[config.mk]
export PLATFORM = sky130hd
export DESIGN_NAME = eip_ext_irq_unit
export DESIGN_NICKNAME = d
export VERILOG_FILES = /design/src/hw/eip_pkg.sv /design/src/hw/eip_det_if.sv /design/src/hw/eip_sense_det.sv /design/src/hw/eip_ext_irq_unit.sv
export VERILOG_INCLUDE_DIRS = /design/src /design/src/hw
export SDC_FILE = /design/constraint.sdc
export NUM_CORES = 1
export LEC_CHECK = 0
export BUFFER_PORTS_ARGS = -buffer_cell sky130_fd_sc_hd__buf_2
export CAP_MARGIN = 10
export CORE_MARGIN = 1
export CORE_UTILIZATION = 40
export DETAILED_ROUTE_END_ITERATION = 8
export HOLD_SLACK_MARGIN = 0.02
export PLACE_DENSITY = 0.72
export SYNTH_ARGS = -nofsm -noshare
export SYNTH_HDL_FRONTEND = slang
export SYNTH_HIERARCHICAL = 1
export SYNTH_SLANG_ARGS = --single-unit
[constraint.sdc]
create_clock -name i_mclk -period 1.5 [get_ports i_mclk]
set_input_delay 0.075 -clock i_mclk [delete_from_list [all_inputs] [get_ports i_mclk]]
set_output_delay 0.075 -clock i_mclk [all_outputs]
set_load 0.02 [all_outputs]
[src/hw/eip_defines.svh]
`ifndef EIP_DEFINES_SVH
`define EIP_DEFINES_SVH

// ---------------------------------------------------------------
// register byte offsets
// ---------------------------------------------------------------
`define EIP_OFF_CTRL 8'h00
`define EIP_OFF_ENA 8'h04
`define EIP_OFF_FLAG 8'h08
`define EIP_OFF_PINS 8'h0c
`define EIP_OFF_IST 8'h10
`define EIP_OFF_ICLR 8'h14
`define EIP_OFF_IEN 8'h18

// ---------------------------------------------------------------
// field positions and reset values
// ---------------------------------------------------------------
`define EIP_CTRL_RST 8'h00
`define EIP_BIT_SLEEP_ALLOW 7
`define EIP_SEL_HI 6
`define EIP_SEL_LO 4
`define EIP_SENSE_B_HI 3
`define EIP_SENSE_B_LO 2
`define EIP_SENSE_A_HI 1
`define EIP_SENSE_A_LO 0
`define EIP_BIT_PIN_A 6
`define EIP_EV_FLAG_A 0
`define EIP_EV_WAKE 2
`define EIP_EV_MISS 3
`define EIP_EV_W 4

// ---------------------------------------------------------------
// timing
// ---------------------------------------------------------------
`define EIP_CLK_PERIOD_NS 10
`define EIP_WDT_PERIOD_NS 1000
`define EIP_WDT_CYCLES (`EIP_WDT_PERIOD_NS / `EIP_CLK_PERIOD_NS)

`endif

[src/hw/eip_pkg.sv]
package eip_pkg;

  typedef enum logic [1:0] {
    EIP_SNS_LOW = 2'h0,
    EIP_SNS_ANY = 2'h1,
    EIP_SNS_FALL = 2'h2,
    EIP_SNS_RISE = 2'h3
  } eip_sense_t;

  typedef enum logic [2:0] {
    EIP_WK_IDLE = 3'h1,
    EIP_WK_ARMED = 3'h2,
    EIP_WK_START = 3'h4
  } eip_wake_t;

endpackage

[src/hw/eip_det_if.sv]
`timescale 1ns/10ps
`default_nettype none
interface eip_det_if;
  import eip_pkg::*;
  logic pin;
  eip_sense_t sense;
  logic edge_evt;
  logic level_req;
  logic wake_evt;
  logic miss_evt;
  modport det (input pin, input sense, output edge_evt, output level_req,
               output wake_evt, output miss_evt);
  modport ctl (output pin, output sense, input edge_evt, input level_req,
               input wake_evt, input miss_evt);
endinterface
`default_nettype wire

[src/hw/eip_sense_det.sv]
`timescale 1ns/10ps
`default_nettype none
module eip_sense_det
  import eip_pkg::*;
(
  input wire logic i_mclk,
  input wire logic i_rst_n,
  input wire logic i_io_run,
  input wire logic i_wdt_tick,
  input wire logic i_pwr_down,
  input wire logic i_startup_done,
  eip_det_if.det det
);

  logic samp_ff;
  logic prev_ff;
  logic [1:0] vld_ff;
  logic edge_hit;
  eip_wake_t state_ff;
  eip_wake_t nxt_state;

  // ---------------------------------------------------------------
  // sampling and edge detection
  // ---------------------------------------------------------------
  // samples only advance while the io clock runs
  always_ff @(posedge i_mclk) begin
    if (!i_rst_n) begin
      samp_ff <= 1'b0;
      prev_ff <= 1'b0;
      vld_ff <= 2'h0;
    end else if (i_io_run) begin
      samp_ff <= det.pin;
      prev_ff <= samp_ff;
      vld_ff <= {vld_ff[0], 1'b1};
    end
  end

  always_comb begin
    case (det.sense)
      EIP_SNS_ANY: edge_hit = samp_ff ^ prev_ff;
      EIP_SNS_FALL: edge_hit = prev_ff & ~samp_ff;
      EIP_SNS_RISE: edge_hit = ~prev_ff & samp_ff;
      default: edge_hit = 1'b0;
    endcase
  end

  // no history right after reset, so no false edge from the reset value
  assign det.edge_evt = i_io_run & vld_ff[1] & edge_hit;
  // clockless path: works in every sleep state
  assign det.level_req = (det.sense == EIP_SNS_LOW) & ~det.pin;

  // ---------------------------------------------------------------
  // power-down wake sampling
  // ---------------------------------------------------------------
  always_comb begin
    nxt_state = state_ff;
    case (state_ff)
      EIP_WK_IDLE: begin
        if (i_pwr_down && det.sense == EIP_SNS_LOW && i_wdt_tick && !det.pin) begin
          nxt_state = EIP_WK_ARMED;
        end
      end
      EIP_WK_ARMED: begin
        if (!i_pwr_down) begin
          nxt_state = EIP_WK_IDLE;
        end else if (i_wdt_tick) begin
          nxt_state = det.pin ? EIP_WK_IDLE : EIP_WK_START;
        end
      end
      EIP_WK_START: begin
        if (i_startup_done) begin
          nxt_state = EIP_WK_IDLE;
        end
      end
      default: nxt_state = EIP_WK_IDLE;
    endcase
  end

  always_ff @(posedge i_mclk) begin
    if (!i_rst_n) begin
      state_ff <= EIP_WK_IDLE;
    end else begin
      state_ff <= nxt_state;
    end
  end

  assign det.wake_evt = (state_ff == EIP_WK_ARMED) & i_pwr_down & i_wdt_tick & ~det.pin;
  // woke up, but the level left before start-up ended
  assign det.miss_evt = (state_ff == EIP_WK_START) & i_startup_done & det.pin;
endmodule
`default_nettype wire

[src/hw/eip_ext_irq_unit.sv]
// Register access over Avalon-MM and the register offsets were chosen for this implementation.
`include "eip_defines.svh"
`timescale 1ns/10ps
`default_nettype none
module eip_ext_irq_unit
  import eip_pkg::*;
(
  input wire logic i_mclk,
  input wire logic i_rst_n,
  input wire logic [7:0] i_avs_address,
  input wire logic i_avs_read,
  input wire logic i_avs_write,
  input wire logic [31:0] i_avs_writedata,
  output logic [31:0] o_avs_readdata,
  output logic o_avs_waitrequest,
  input wire logic i_ext_irq_pin_a,
  input wire logic i_ext_irq_pin_b,
  input wire logic i_io_clk_run,
  input wire logic i_core_global_ie,
  input wire logic i_irq_taken_a,
  input wire logic i_irq_taken_b,
  input wire logic i_pwr_down,
  input wire logic i_startup_done,
  output logic o_irq_req_a,
  output logic o_irq_req_b,
  output logic o_wake_req,
  output logic o_sleep_allow,
  output logic [2:0] o_sleep_sel,
  output logic o_irq
);

  localparam logic [6:0] WDT_LAST = 7'(`EIP_WDT_CYCLES - 1);

  logic [7:0] ctrl_ff;
  logic [1:0] ena_ff;
  logic [1:0] flag_ff;
  logic [`EIP_EV_W-1:0] ist_ff;
  logic [`EIP_EV_W-1:0] ien_ff;
  logic [`EIP_EV_W-1:0] ev;
  logic [6:0] wdt_cnt_ff;
  logic wdt_tick_ff;
  logic ack_ff;
  logic [31:0] rdata_ff;
  logic [31:0] nxt_rdata;
  logic wake_ff;
  logic req;
  logic wr_go;
  logic [1:0] pins;
  logic [1:0] taken;
  logic [1:0] edge_evt;
  logic [1:0] level_req;
  logic [1:0] wake_evt;
  logic [1:0] miss_evt;
  logic [1:0] flag_set;
  logic [1:0] irq_req;
  eip_sense_t sense [2];

  // ---------------------------------------------------------------
  // avalon slave handshake
  // ---------------------------------------------------------------
  // one wait state: data is registered first, then waitrequest drops
  assign req = i_avs_read | i_avs_write;
  assign o_avs_waitrequest = req & ~ack_ff;
  assign wr_go = i_avs_write & ack_ff;
  assign o_avs_readdata = rdata_ff;

  always_ff @(posedge i_mclk) begin
    if (!i_rst_n) begin
      ack_ff <= 1'b0;
    end else begin
      ack_ff <= req & ~ack_ff;
    end
  end

  always_comb begin
    nxt_rdata = 32'h0;
    case (i_avs_address)
      `EIP_OFF_CTRL: nxt_rdata = {24'h0, ctrl_ff};
      `EIP_OFF_ENA: nxt_rdata = {24'h0, ena_ff, 6'h0};
      // a pin's flag bit reads back zero while that pin is in level mode
      `EIP_OFF_FLAG: nxt_rdata = {24'h0, flag_ff, 6'h0};
      `EIP_OFF_PINS: nxt_rdata = {28'h0, level_req, pins};
      `EIP_OFF_IST: nxt_rdata = {28'h0, ist_ff};
      `EIP_OFF_IEN: nxt_rdata = {28'h0, ien_ff};
      default: nxt_rdata = 32'h0;
    endcase
  end

  always_ff @(posedge i_mclk) begin
    if (!i_rst_n) begin
      rdata_ff <= 32'h0;
    end else if (i_avs_read && !ack_ff) begin
      rdata_ff <= nxt_rdata;
    end
  end

  // ---------------------------------------------------------------
  // control and enable registers
  // ---------------------------------------------------------------
  always_ff @(posedge i_mclk) begin
    if (!i_rst_n) begin
      ctrl_ff <= `EIP_CTRL_RST;
    end else if (wr_go && i_avs_address == `EIP_OFF_CTRL) begin
      ctrl_ff <= i_avs_writedata[7:0];
    end
  end

  always_ff @(posedge i_mclk) begin
    if (!i_rst_n) begin
      ena_ff <= 2'h0;
    end else if (wr_go && i_avs_address == `EIP_OFF_ENA) begin
      ena_ff <= i_avs_writedata[`EIP_BIT_PIN_A+1:`EIP_BIT_PIN_A];
    end
  end

  assign o_sleep_allow = ctrl_ff[`EIP_BIT_SLEEP_ALLOW];
  assign o_sleep_sel = ctrl_ff[`EIP_SEL_HI:`EIP_SEL_LO];
  assign sense[0] = eip_sense_t'(ctrl_ff[`EIP_SENSE_A_HI:`EIP_SENSE_A_LO]);
  assign sense[1] = eip_sense_t'(ctrl_ff[`EIP_SENSE_B_HI:`EIP_SENSE_B_LO]);

  // ---------------------------------------------------------------
  // watchdog oscillator rate
  // ---------------------------------------------------------------
  // stands in for the slow oscillator as an enable, one per microsecond
  always_ff @(posedge i_mclk) begin
    if (!i_rst_n) begin
      wdt_cnt_ff <= 7'h0;
      wdt_tick_ff <= 1'b0;
    end else begin
      wdt_tick_ff <= (wdt_cnt_ff == WDT_LAST);
      if (wdt_cnt_ff == WDT_LAST) begin
        wdt_cnt_ff <= 7'h0;
      end else begin
        wdt_cnt_ff <= wdt_cnt_ff + 7'h1;
      end
    end
  end

  // ---------------------------------------------------------------
  // per-pin detection, flags and requests
  // ---------------------------------------------------------------
  // the pad value is used whatever the port direction is
  assign pins = {i_ext_irq_pin_b, i_ext_irq_pin_a};
  assign taken = {i_irq_taken_b, i_irq_taken_a};

  for (genvar i = 0; i < 2; i++) begin : g_pin
    eip_det_if u_if ();

    assign u_if.pin = pins[i];
    assign u_if.sense = sense[i];
    assign edge_evt[i] = u_if.edge_evt;
    assign level_req[i] = u_if.level_req;
    assign wake_evt[i] = u_if.wake_evt;
    assign miss_evt[i] = u_if.miss_evt;

    eip_sense_det u_det (
      .i_mclk(i_mclk),
      .i_rst_n(i_rst_n),
      .i_io_run(i_io_clk_run),
      .i_wdt_tick(wdt_tick_ff),
      .i_pwr_down(i_pwr_down),
      .i_startup_done(i_startup_done),
      .det(u_if.det)
    );

    assign flag_set[i] = edge_evt[i] & (sense[i] != EIP_SNS_LOW);

    // a set in the same cycle as a clear wins
    always_ff @(posedge i_mclk) begin
      if (!i_rst_n) begin
        flag_ff[i] <= 1'b0;
      end else if (sense[i] == EIP_SNS_LOW) begin
        flag_ff[i] <= 1'b0;
      end else if (flag_set[i]) begin
        flag_ff[i] <= 1'b1;
      end else if (taken[i]) begin
        flag_ff[i] <= 1'b0;
      end else if (wr_go && i_avs_address == `EIP_OFF_FLAG
                   && i_avs_writedata[`EIP_BIT_PIN_A+i]) begin
        flag_ff[i] <= 1'b0;
      end
    end

    // level mode follows the pin with no clock in the path
    assign irq_req[i] = i_core_global_ie & ena_ff[i]
                        & ((sense[i] == EIP_SNS_LOW) ? level_req[i] : flag_ff[i]);
  end

  assign o_irq_req_a = irq_req[0];
  assign o_irq_req_b = irq_req[1];

  // ---------------------------------------------------------------
  // wake output
  // ---------------------------------------------------------------
  always_ff @(posedge i_mclk) begin
    if (!i_rst_n) begin
      wake_ff <= 1'b0;
    end else begin
      wake_ff <= |wake_evt;
    end
  end

  assign o_wake_req = wake_ff;

  // ---------------------------------------------------------------
  // interrupt status, clear and enable
  // ---------------------------------------------------------------
  assign ev[`EIP_EV_FLAG_A+1:`EIP_EV_FLAG_A] = flag_set;
  assign ev[`EIP_EV_WAKE] = |wake_evt;
  assign ev[`EIP_EV_MISS] = |miss_evt;

  always_ff @(posedge i_mclk) begin
    if (!i_rst_n) begin
      ist_ff <= '0;
    end else if (wr_go && i_avs_address == `EIP_OFF_ICLR) begin
      ist_ff <= ev | (ist_ff & ~i_avs_writedata[`EIP_EV_W-1:0]);
    end else begin
      ist_ff <= ev | ist_ff;
    end
  end

  always_ff @(posedge i_mclk) begin
    if (!i_rst_n) begin
      ien_ff <= '0;
    end else if (wr_go && i_avs_address == `EIP_OFF_IEN) begin
      ien_ff <= i_avs_writedata[`EIP_EV_W-1:0];
    end
  end

  assign o_irq = |(ist_ff & ien_ff);
endmodule
`default_nettype wire

==> After elaboration in Yosys (flattened, before gate mapping) <==
Index checks and enable logic that the tools add are counted.
{ "word_totals": {"input_bits": 52, "elab_cells": 144, "reg_bits": 76, "out_inout_bits": 41} }
{ "op_classes": {"n_reduce_logical": 32, "n_addsub": 1, "eq_ne": 25, "bitwise": 44, "mux": 23} }
{ "ops": {"columns": ["operator", "n"], "rows": [
  ["$pmux 8 s6", 1],
  ["$and 1x1->1", 28],
  ["$mux 3", 9],
  ["$eq 8x5->1 const B", 3],
  ["$pmux 3 s3", 2],
  ["$eq 8x4->1 const B", 2],
  ["$logic_and 1x1->1", 14],
  ["$reduce_or 2->1", 5],
  ["$and 4x4->4", 2],
  ["$eq 2x2->1 const B", 4],
  ["$eq 8x3->1 const B", 1],
  ["$logic_not 8->1", 1],
  ["$mux 1", 8],
  ["$not 1->1", 8],
  ["$or 4x4->4", 2],
  ["$add 7x1->7 const B", 1],
  ["$eq 7x7->1 const B", 1],
  ["$eq 3x1->1 const B", 2],
  ["$eq 3x2->1 const B", 2],
  ["$eq 3x3->1 const B", 2],
  ["$ne 3x3->1 const B", 2],
  ["$pmux 1 s3", 2],
  ["$reduce_and 3->1", 2],
  ["$reduce_bool 3->1", 2],
  ["11 further kinds", 19]
]} }

==> Logic depth before layout (Yosys ltp) <==
{ "logic_depth": {"word_depth": 7, "ltp_mapped": 7, "ltp_nobuf": 7} }

==> Modules after synthesis <==
The synthesis kept the hierarchy.
{ "by_module_without_submodules": {"columns": ["module", "cells_per_inst", "instances", "area_each_um2"], "rows": [
  ["eip_ext_irq_unit", 225, 1, 1931.9],
  ["eip_sense_det", 43, 2, 397.9]
]} }

==> Least setup slack after synthesis <==
No wires, ideal clock.
{ "synth_timing": {"kind": "input to register", "from": "input i_avs_address[5]", "to": "register flag_ff[0]", "arrival_ns": 1.193, "slack_ns": 0.188, "path_stages": 4, "path_cell_list": "or4_4 nor4b_4 a311oi_1 o221a_1"} }
{ "synth_via": {"elab_chain_len": 4} }
{ "synth_rtl": {"columns": ["element", "line_no", "text"], "rows": [
  ["start: declaration", "eip_ext_irq_unit.sv:10", "input wire logic [7:0] i_avs_address,"],
  ["$eq 8x4->1", null, null],
  ["$logic_and 1x1->1 (no source line)", null, null],
  ["$logic_and 1x1->1", "eip_ext_irq_unit.sv:178", "end else if (wr_go && i_avs_address == `EIP_OFF_FLAG"],
  ["$reduce_bool 3->1 (no source line)", null, null],
  ["end signal: indexed assignment", "eip_ext_irq_unit.sv:175", "flag_ff[i] <= 1'b1;"],
  ["end signal: indexed assignment", "eip_ext_irq_unit.sv:177", "flag_ff[i] <= 1'b0;"],
  ["end signal: indexed assignment", "eip_ext_irq_unit.sv:180", "flag_ff[i] <= 1'b0;"],
  ["end: declaration", "eip_ext_irq_unit.sv:36", "logic [1:0] flag_ff;"]
]} }
Every way passes these cells.
A chain may end at the register's enable or synchronous reset.

==> Final worst setup path <==
{ "layout_timing": {"from": "register ack_ff", "to": "register flag_ff[1]"} }
{ "layout_via": {"elab_chain_len": 4} }
{ "layout_rtl": {"columns": ["element", "line_no", "text"], "rows": [
  ["start: declaration", "eip_ext_irq_unit.sv:42", "logic ack_ff;"],
  ["start signal: assignment", "eip_ext_irq_unit.sv:71", "ack_ff <= req & ~ack_ff;"],
  ["$and 1x1->1", "eip_ext_irq_unit.sv:64", "assign wr_go = i_avs_write & ack_ff;"],
  ["$logic_and 1x1->1 (no source line)", null, null],
  ["$logic_and 1x1->1", "eip_ext_irq_unit.sv:178", null],
  ["$reduce_bool 3->1 (no source line)", null, null]
]} }
Every way passes these cells.

==> reports/metrics.csv <==
stage,metric,value,unit
final_layout,finalNonFillerCells,441,
outcome,status,finished with violations,
timing,max_freq,701,MHz
power_and_ir_drop,peakVddDrop,0.362,mV
detailed_routing,wl_per_cell,13.9,µm
worst_setup_path,crit_arrival,1.63,ns
floorplanning,dieHeight,84.6,µm
outcome,violations,DRC,
worst_setup_path,required,1.71,ns
timing,drv_slew,0,
worst_setup_path,r2r_start,ack_ff,
power_and_ir_drop,swShare,0.243,
power_and_ir_drop,power.net_switching,667,µW
placement,gp_congestion,0.901,
timing,setup_viol_count_final,0,
hold_path,hold_depth,3,
final_layout,final_util,0.486,
global_routing,gr-usage-all-layers,0.174,
detailed_routing,wirelength,6120,µm
floorplanning,coreArea,6460,µm²
power_and_ir_drop,p_leak,0.00128,µW
floorplanning,start_util,0.422,
logic_synthesis,syn_inst,311,
power_and_ir_drop,p_comb_frac,0.100,
clocking,cts_sinks,52,
global_routing,grt_pass1_wl,9940,µm
timing,final_hold_viol_count,0,
hold_path,hold_path_end,ena_ff[0],
detailed_routing,antenna_left,0,
worst_setup_path,end_kind,flip-flop,
timing,tightest_slew,0.500,ns
worst_setup_path,regToRegSetupSlack,0.07,ns
floorplanning,die_w,84.6,µm
floorplanning,dieArea,7150,µm²
final_layout,final_nets,420,
placement,dp_hpwl,4570,µm
worst_setup_path,timing.rr.end,flag_ff[1],
logic_synthesis,ys_types,49,
clocking,clk_pin_slew,0.10,ns
run,cap_viol_max_count,0,
timing,fin_crit,1.43,ns
power_and_ir_drop,intPower,2080,µW
global_routing,grt_max_degree,42,
clocking,cts_tree,built,
placement,post-place-ws,-0.0175,ns
detailed_routing,post-route-drc-count,1,
power_and_ir_drop,p_seq_frac,0.515,
timing,worst_slack,0.0739,ns
detailed_routing,drt_first_pass_iters,8,
placement,portBuffers,44,
worst_setup_path,crit_chain,and2_1 > nor4b_4 > a311oi_1 > o221a_1,
hold_path,holdCritPathClass,in -> reg,
timing,fin_crit_sh,0.951,
timing,clock_skew,0.0116,ns
final_layout,num_antenna_cells,0,
worst_setup_path,cp_slowest_stage_delay,0.40,ns
clocking,cts-root-buf,clkbuf_8,
global_routing,grt_pass1_vias,2096,
clocking,clk_latency,0.31,ns
placement,placed_cells,431,
logic_synthesis,syn_area,2730,µm²
final_layout,area_growth,15.2,%
worst_setup_path,crit_path_max_fanout,5,
global_routing,antenna_found_initial,0,
power_and_ir_drop,power.density,876,nW/µm²
logic_synthesis,synth_seq_cells,52,
detailed_routing,via_count,2337,
detailed_routing,via_per_inst,5.30,
logic_synthesis,yosysTopAreaCellShare,0.382,
hold_path,min-delay-start,i_avs_writedata[6],
logic_synthesis,syn_area_per_cell,8.77,µm²
floorplanning,io_pins,93,
power_and_ir_drop,p_clk_frac,0.385,
clocking,htree_levels,2,
worst_setup_path,worstRegToRegCells,4,
timing,max-slew-margin-rel,0.666,
logic_synthesis,synth_area_leaders,"dfxtp_1 (38%), buf_4 (7.4%), mux2i_1 (5.5%)",
clocking,cts_setup_buffers,0,
logic_synthesis,synth-warning-count,6,
worst_setup_path,cp_slowest_cell,dfxtp_1,
clocking,cts.path.max_buffers,2,
floorplanning,num_rows,29,
worst_setup_path,critPathLaunchType,flip-flop,
logic_synthesis,ys_seq_area_frac,0.382,
timing,final.setup.tns,0,ns
global_routing,grt-ovfl-total,0,
final_layout,finalInstanceArea,3140,µm²
clocking,cts-buffers-inserted,5,
detailed_routing,drt_iter0_markers,148,
worst_setup_path,path_class,reg -> reg,
logic_synthesis,yosysTopAreaCell,dfxtp_1,
placement,placed_area,2980,µm²
final_layout,drive_gt1_frac,0.217,
cells in the mapped netlist, drive strengths merged:
master,n
dfxtp,52
xnor2,3
a311oi,2
nand3b,2
o221a,2
nand2,33
nand2b,3
nor4b,6
mux2i,15
a22o,2
inv,6
nand4bb,4
a221oi,1
or4,1
clkbuf,6
mux2,3
nand4b,2
and3,4
a21boi,2
nor3b,5
nor3,5
o21ai,24
buf,30
a32oi,3
nor4,1
or2,2
o211ai,2
nor2,19
o21a,4
xor2,2
conb,1
nand4,6
a22oi,5
and2,4
clkinv,1
or3b,3
a311o,2
a21oi,14
nor2b,11
ha,5
nand3,13
flip-flops by register name, summed over array words and instances (netlist names), 4 cells and up:
register,count
ctrl_ff,8
o_avs_readdata,8
g_pin.u_det/vld_ff,4
g_pin.u_det/state_ff,6
wdt_cnt_ff,7
ist_ff,4
ien_ff,4
layout make-up:
class	count	area, µm²
fillers	630	3320
multi-input cells	239	1520
flip-flops and latches	52	1040
repair buffers	58	330
clock buffers	7	96.3
well taps	77	96.3
clock inverters	1	30.0
inverters	7	26.3
worst max-delay path by stage:
stage                                 startpoint          end  slack, ns  cells past startpoint
final                                     ack_ff   flag_ff[1]       0.07                      4
after global routing                  ctrl_ff[0]  o_irq_req_a      -0.01                      4
after CTS                 g_pin[0].u_det/samp_ff    ist_ff[0]       0.05                      7
after detailed placement        i_avs_address[5]   flag_ff[1]      -0.02                      5
after global placement          i_avs_address[5]   flag_ff[1]     -0.003                      5
after floorplan                 i_avs_address[5]   flag_ff[0]       0.19                      4
routing by layer:
metal  global-route usage  up-vias  share of wire
met1                0.229     1106           0.49
met3               0.0374        5          0.041
met4               0.0508        0          0.011
met5                    0        -              0
met2                0.287       62           0.46
li1                     -     1164              -
cell usage in the layout (no fill, tap or decap), types with 3 or more instances in the layout:
| cell | count |
|---|---|
| dfxtp_1 | 51 |
| inv_1 | 6 |
| nand3_1 | 13 |
| nor3_2 | 3 |
| a21oi_1 | 13 |
| o21ai_0 | 22 |
| a32oi_1 | 3 |
| nor2_1 | 19 |
| nor2b_1 | 11 |
| ha_1 | 5 |
| nand2b_1 | 3 |
| nor4b_1 | 5 |
| nand2_1 | 33 |
| buf_4 | 12 |
| nor3b_1 | 5 |
| and3_1 | 4 |
| clkbuf_8 | 7 |
| o21a_1 | 4 |
| buf_2 | 44 |
| nand4_1 | 6 |
| xnor2_1 | 3 |
| nand4bb_1 | 4 |
| mux2i_1 | 15 |
| a22oi_1 | 5 |
| conb_1 | 24 |
| mux2_2 | 3 |
| and2_1 | 4 |
power by group through the flow:
| stage | Sequential, µW | Clock, µW | Combinational (µW) |
|---|---|---|---|
| floorplan | 1440 | 0 | 214 |
| global placement | 1450 | 0 | 264 |
| detailed placement | 1450 | 0 | 268 |
| CTS | 1420 | 1070 | 273 |
| global route | 1420 | 1130 | 303 |
| finish | 1420 | 1060 | 276 |
critical path: cells and delay by family (launching register included):
kind / cells / cell delay (ns)
AND/OR/NAND/NOR: 2 / 0.55
flip-flops: 1 / 0.40
AO/OA/AOI/OAI: 2 / 0.38
through the flow:
step	power [µW]	hold WS [ns]
after detailed placement	1720	0.321
final	2750	0.0449
after floorplan	1660	0.164
after global placement	1710	0.313
after CTS	2760	0.0339
after global routing	2850	0.0555
repair_timing:
| action | in CTS | in global routing |
|---|---|---|
| endpoints found under the setup margin | 0 | 4 |
| resized for setup | 0 | 5 |
| hold buffers | 2 | 0 |
| hold endpoints to repair | 2 | 0 |
cells by family (layout without fill, tap and decap cells):
| family | count (synthesis) | after routing | synth area share |
|---|---|---|---|
| adder cells (fa/ha/maj) | 5 | 5 | 0.0229 |
| AND/OR/NAND/NOR | 124 | 124 | 0.266 |
| XOR/XNOR | 5 | 5 | 0.0161 |
| multiplexers | 18 | 18 | 0.0674 |
| other | 1 | 24 | 0.00137 |
| flip-flops | 52 | 52 | 0.382 |
| buffers and inverters | 43 | 73 | 0.0977 |
| AO/OA/AOI/OAI | 63 | 63 | 0.147 |
No activity file was read; power rests on OpenSTA's default activity.
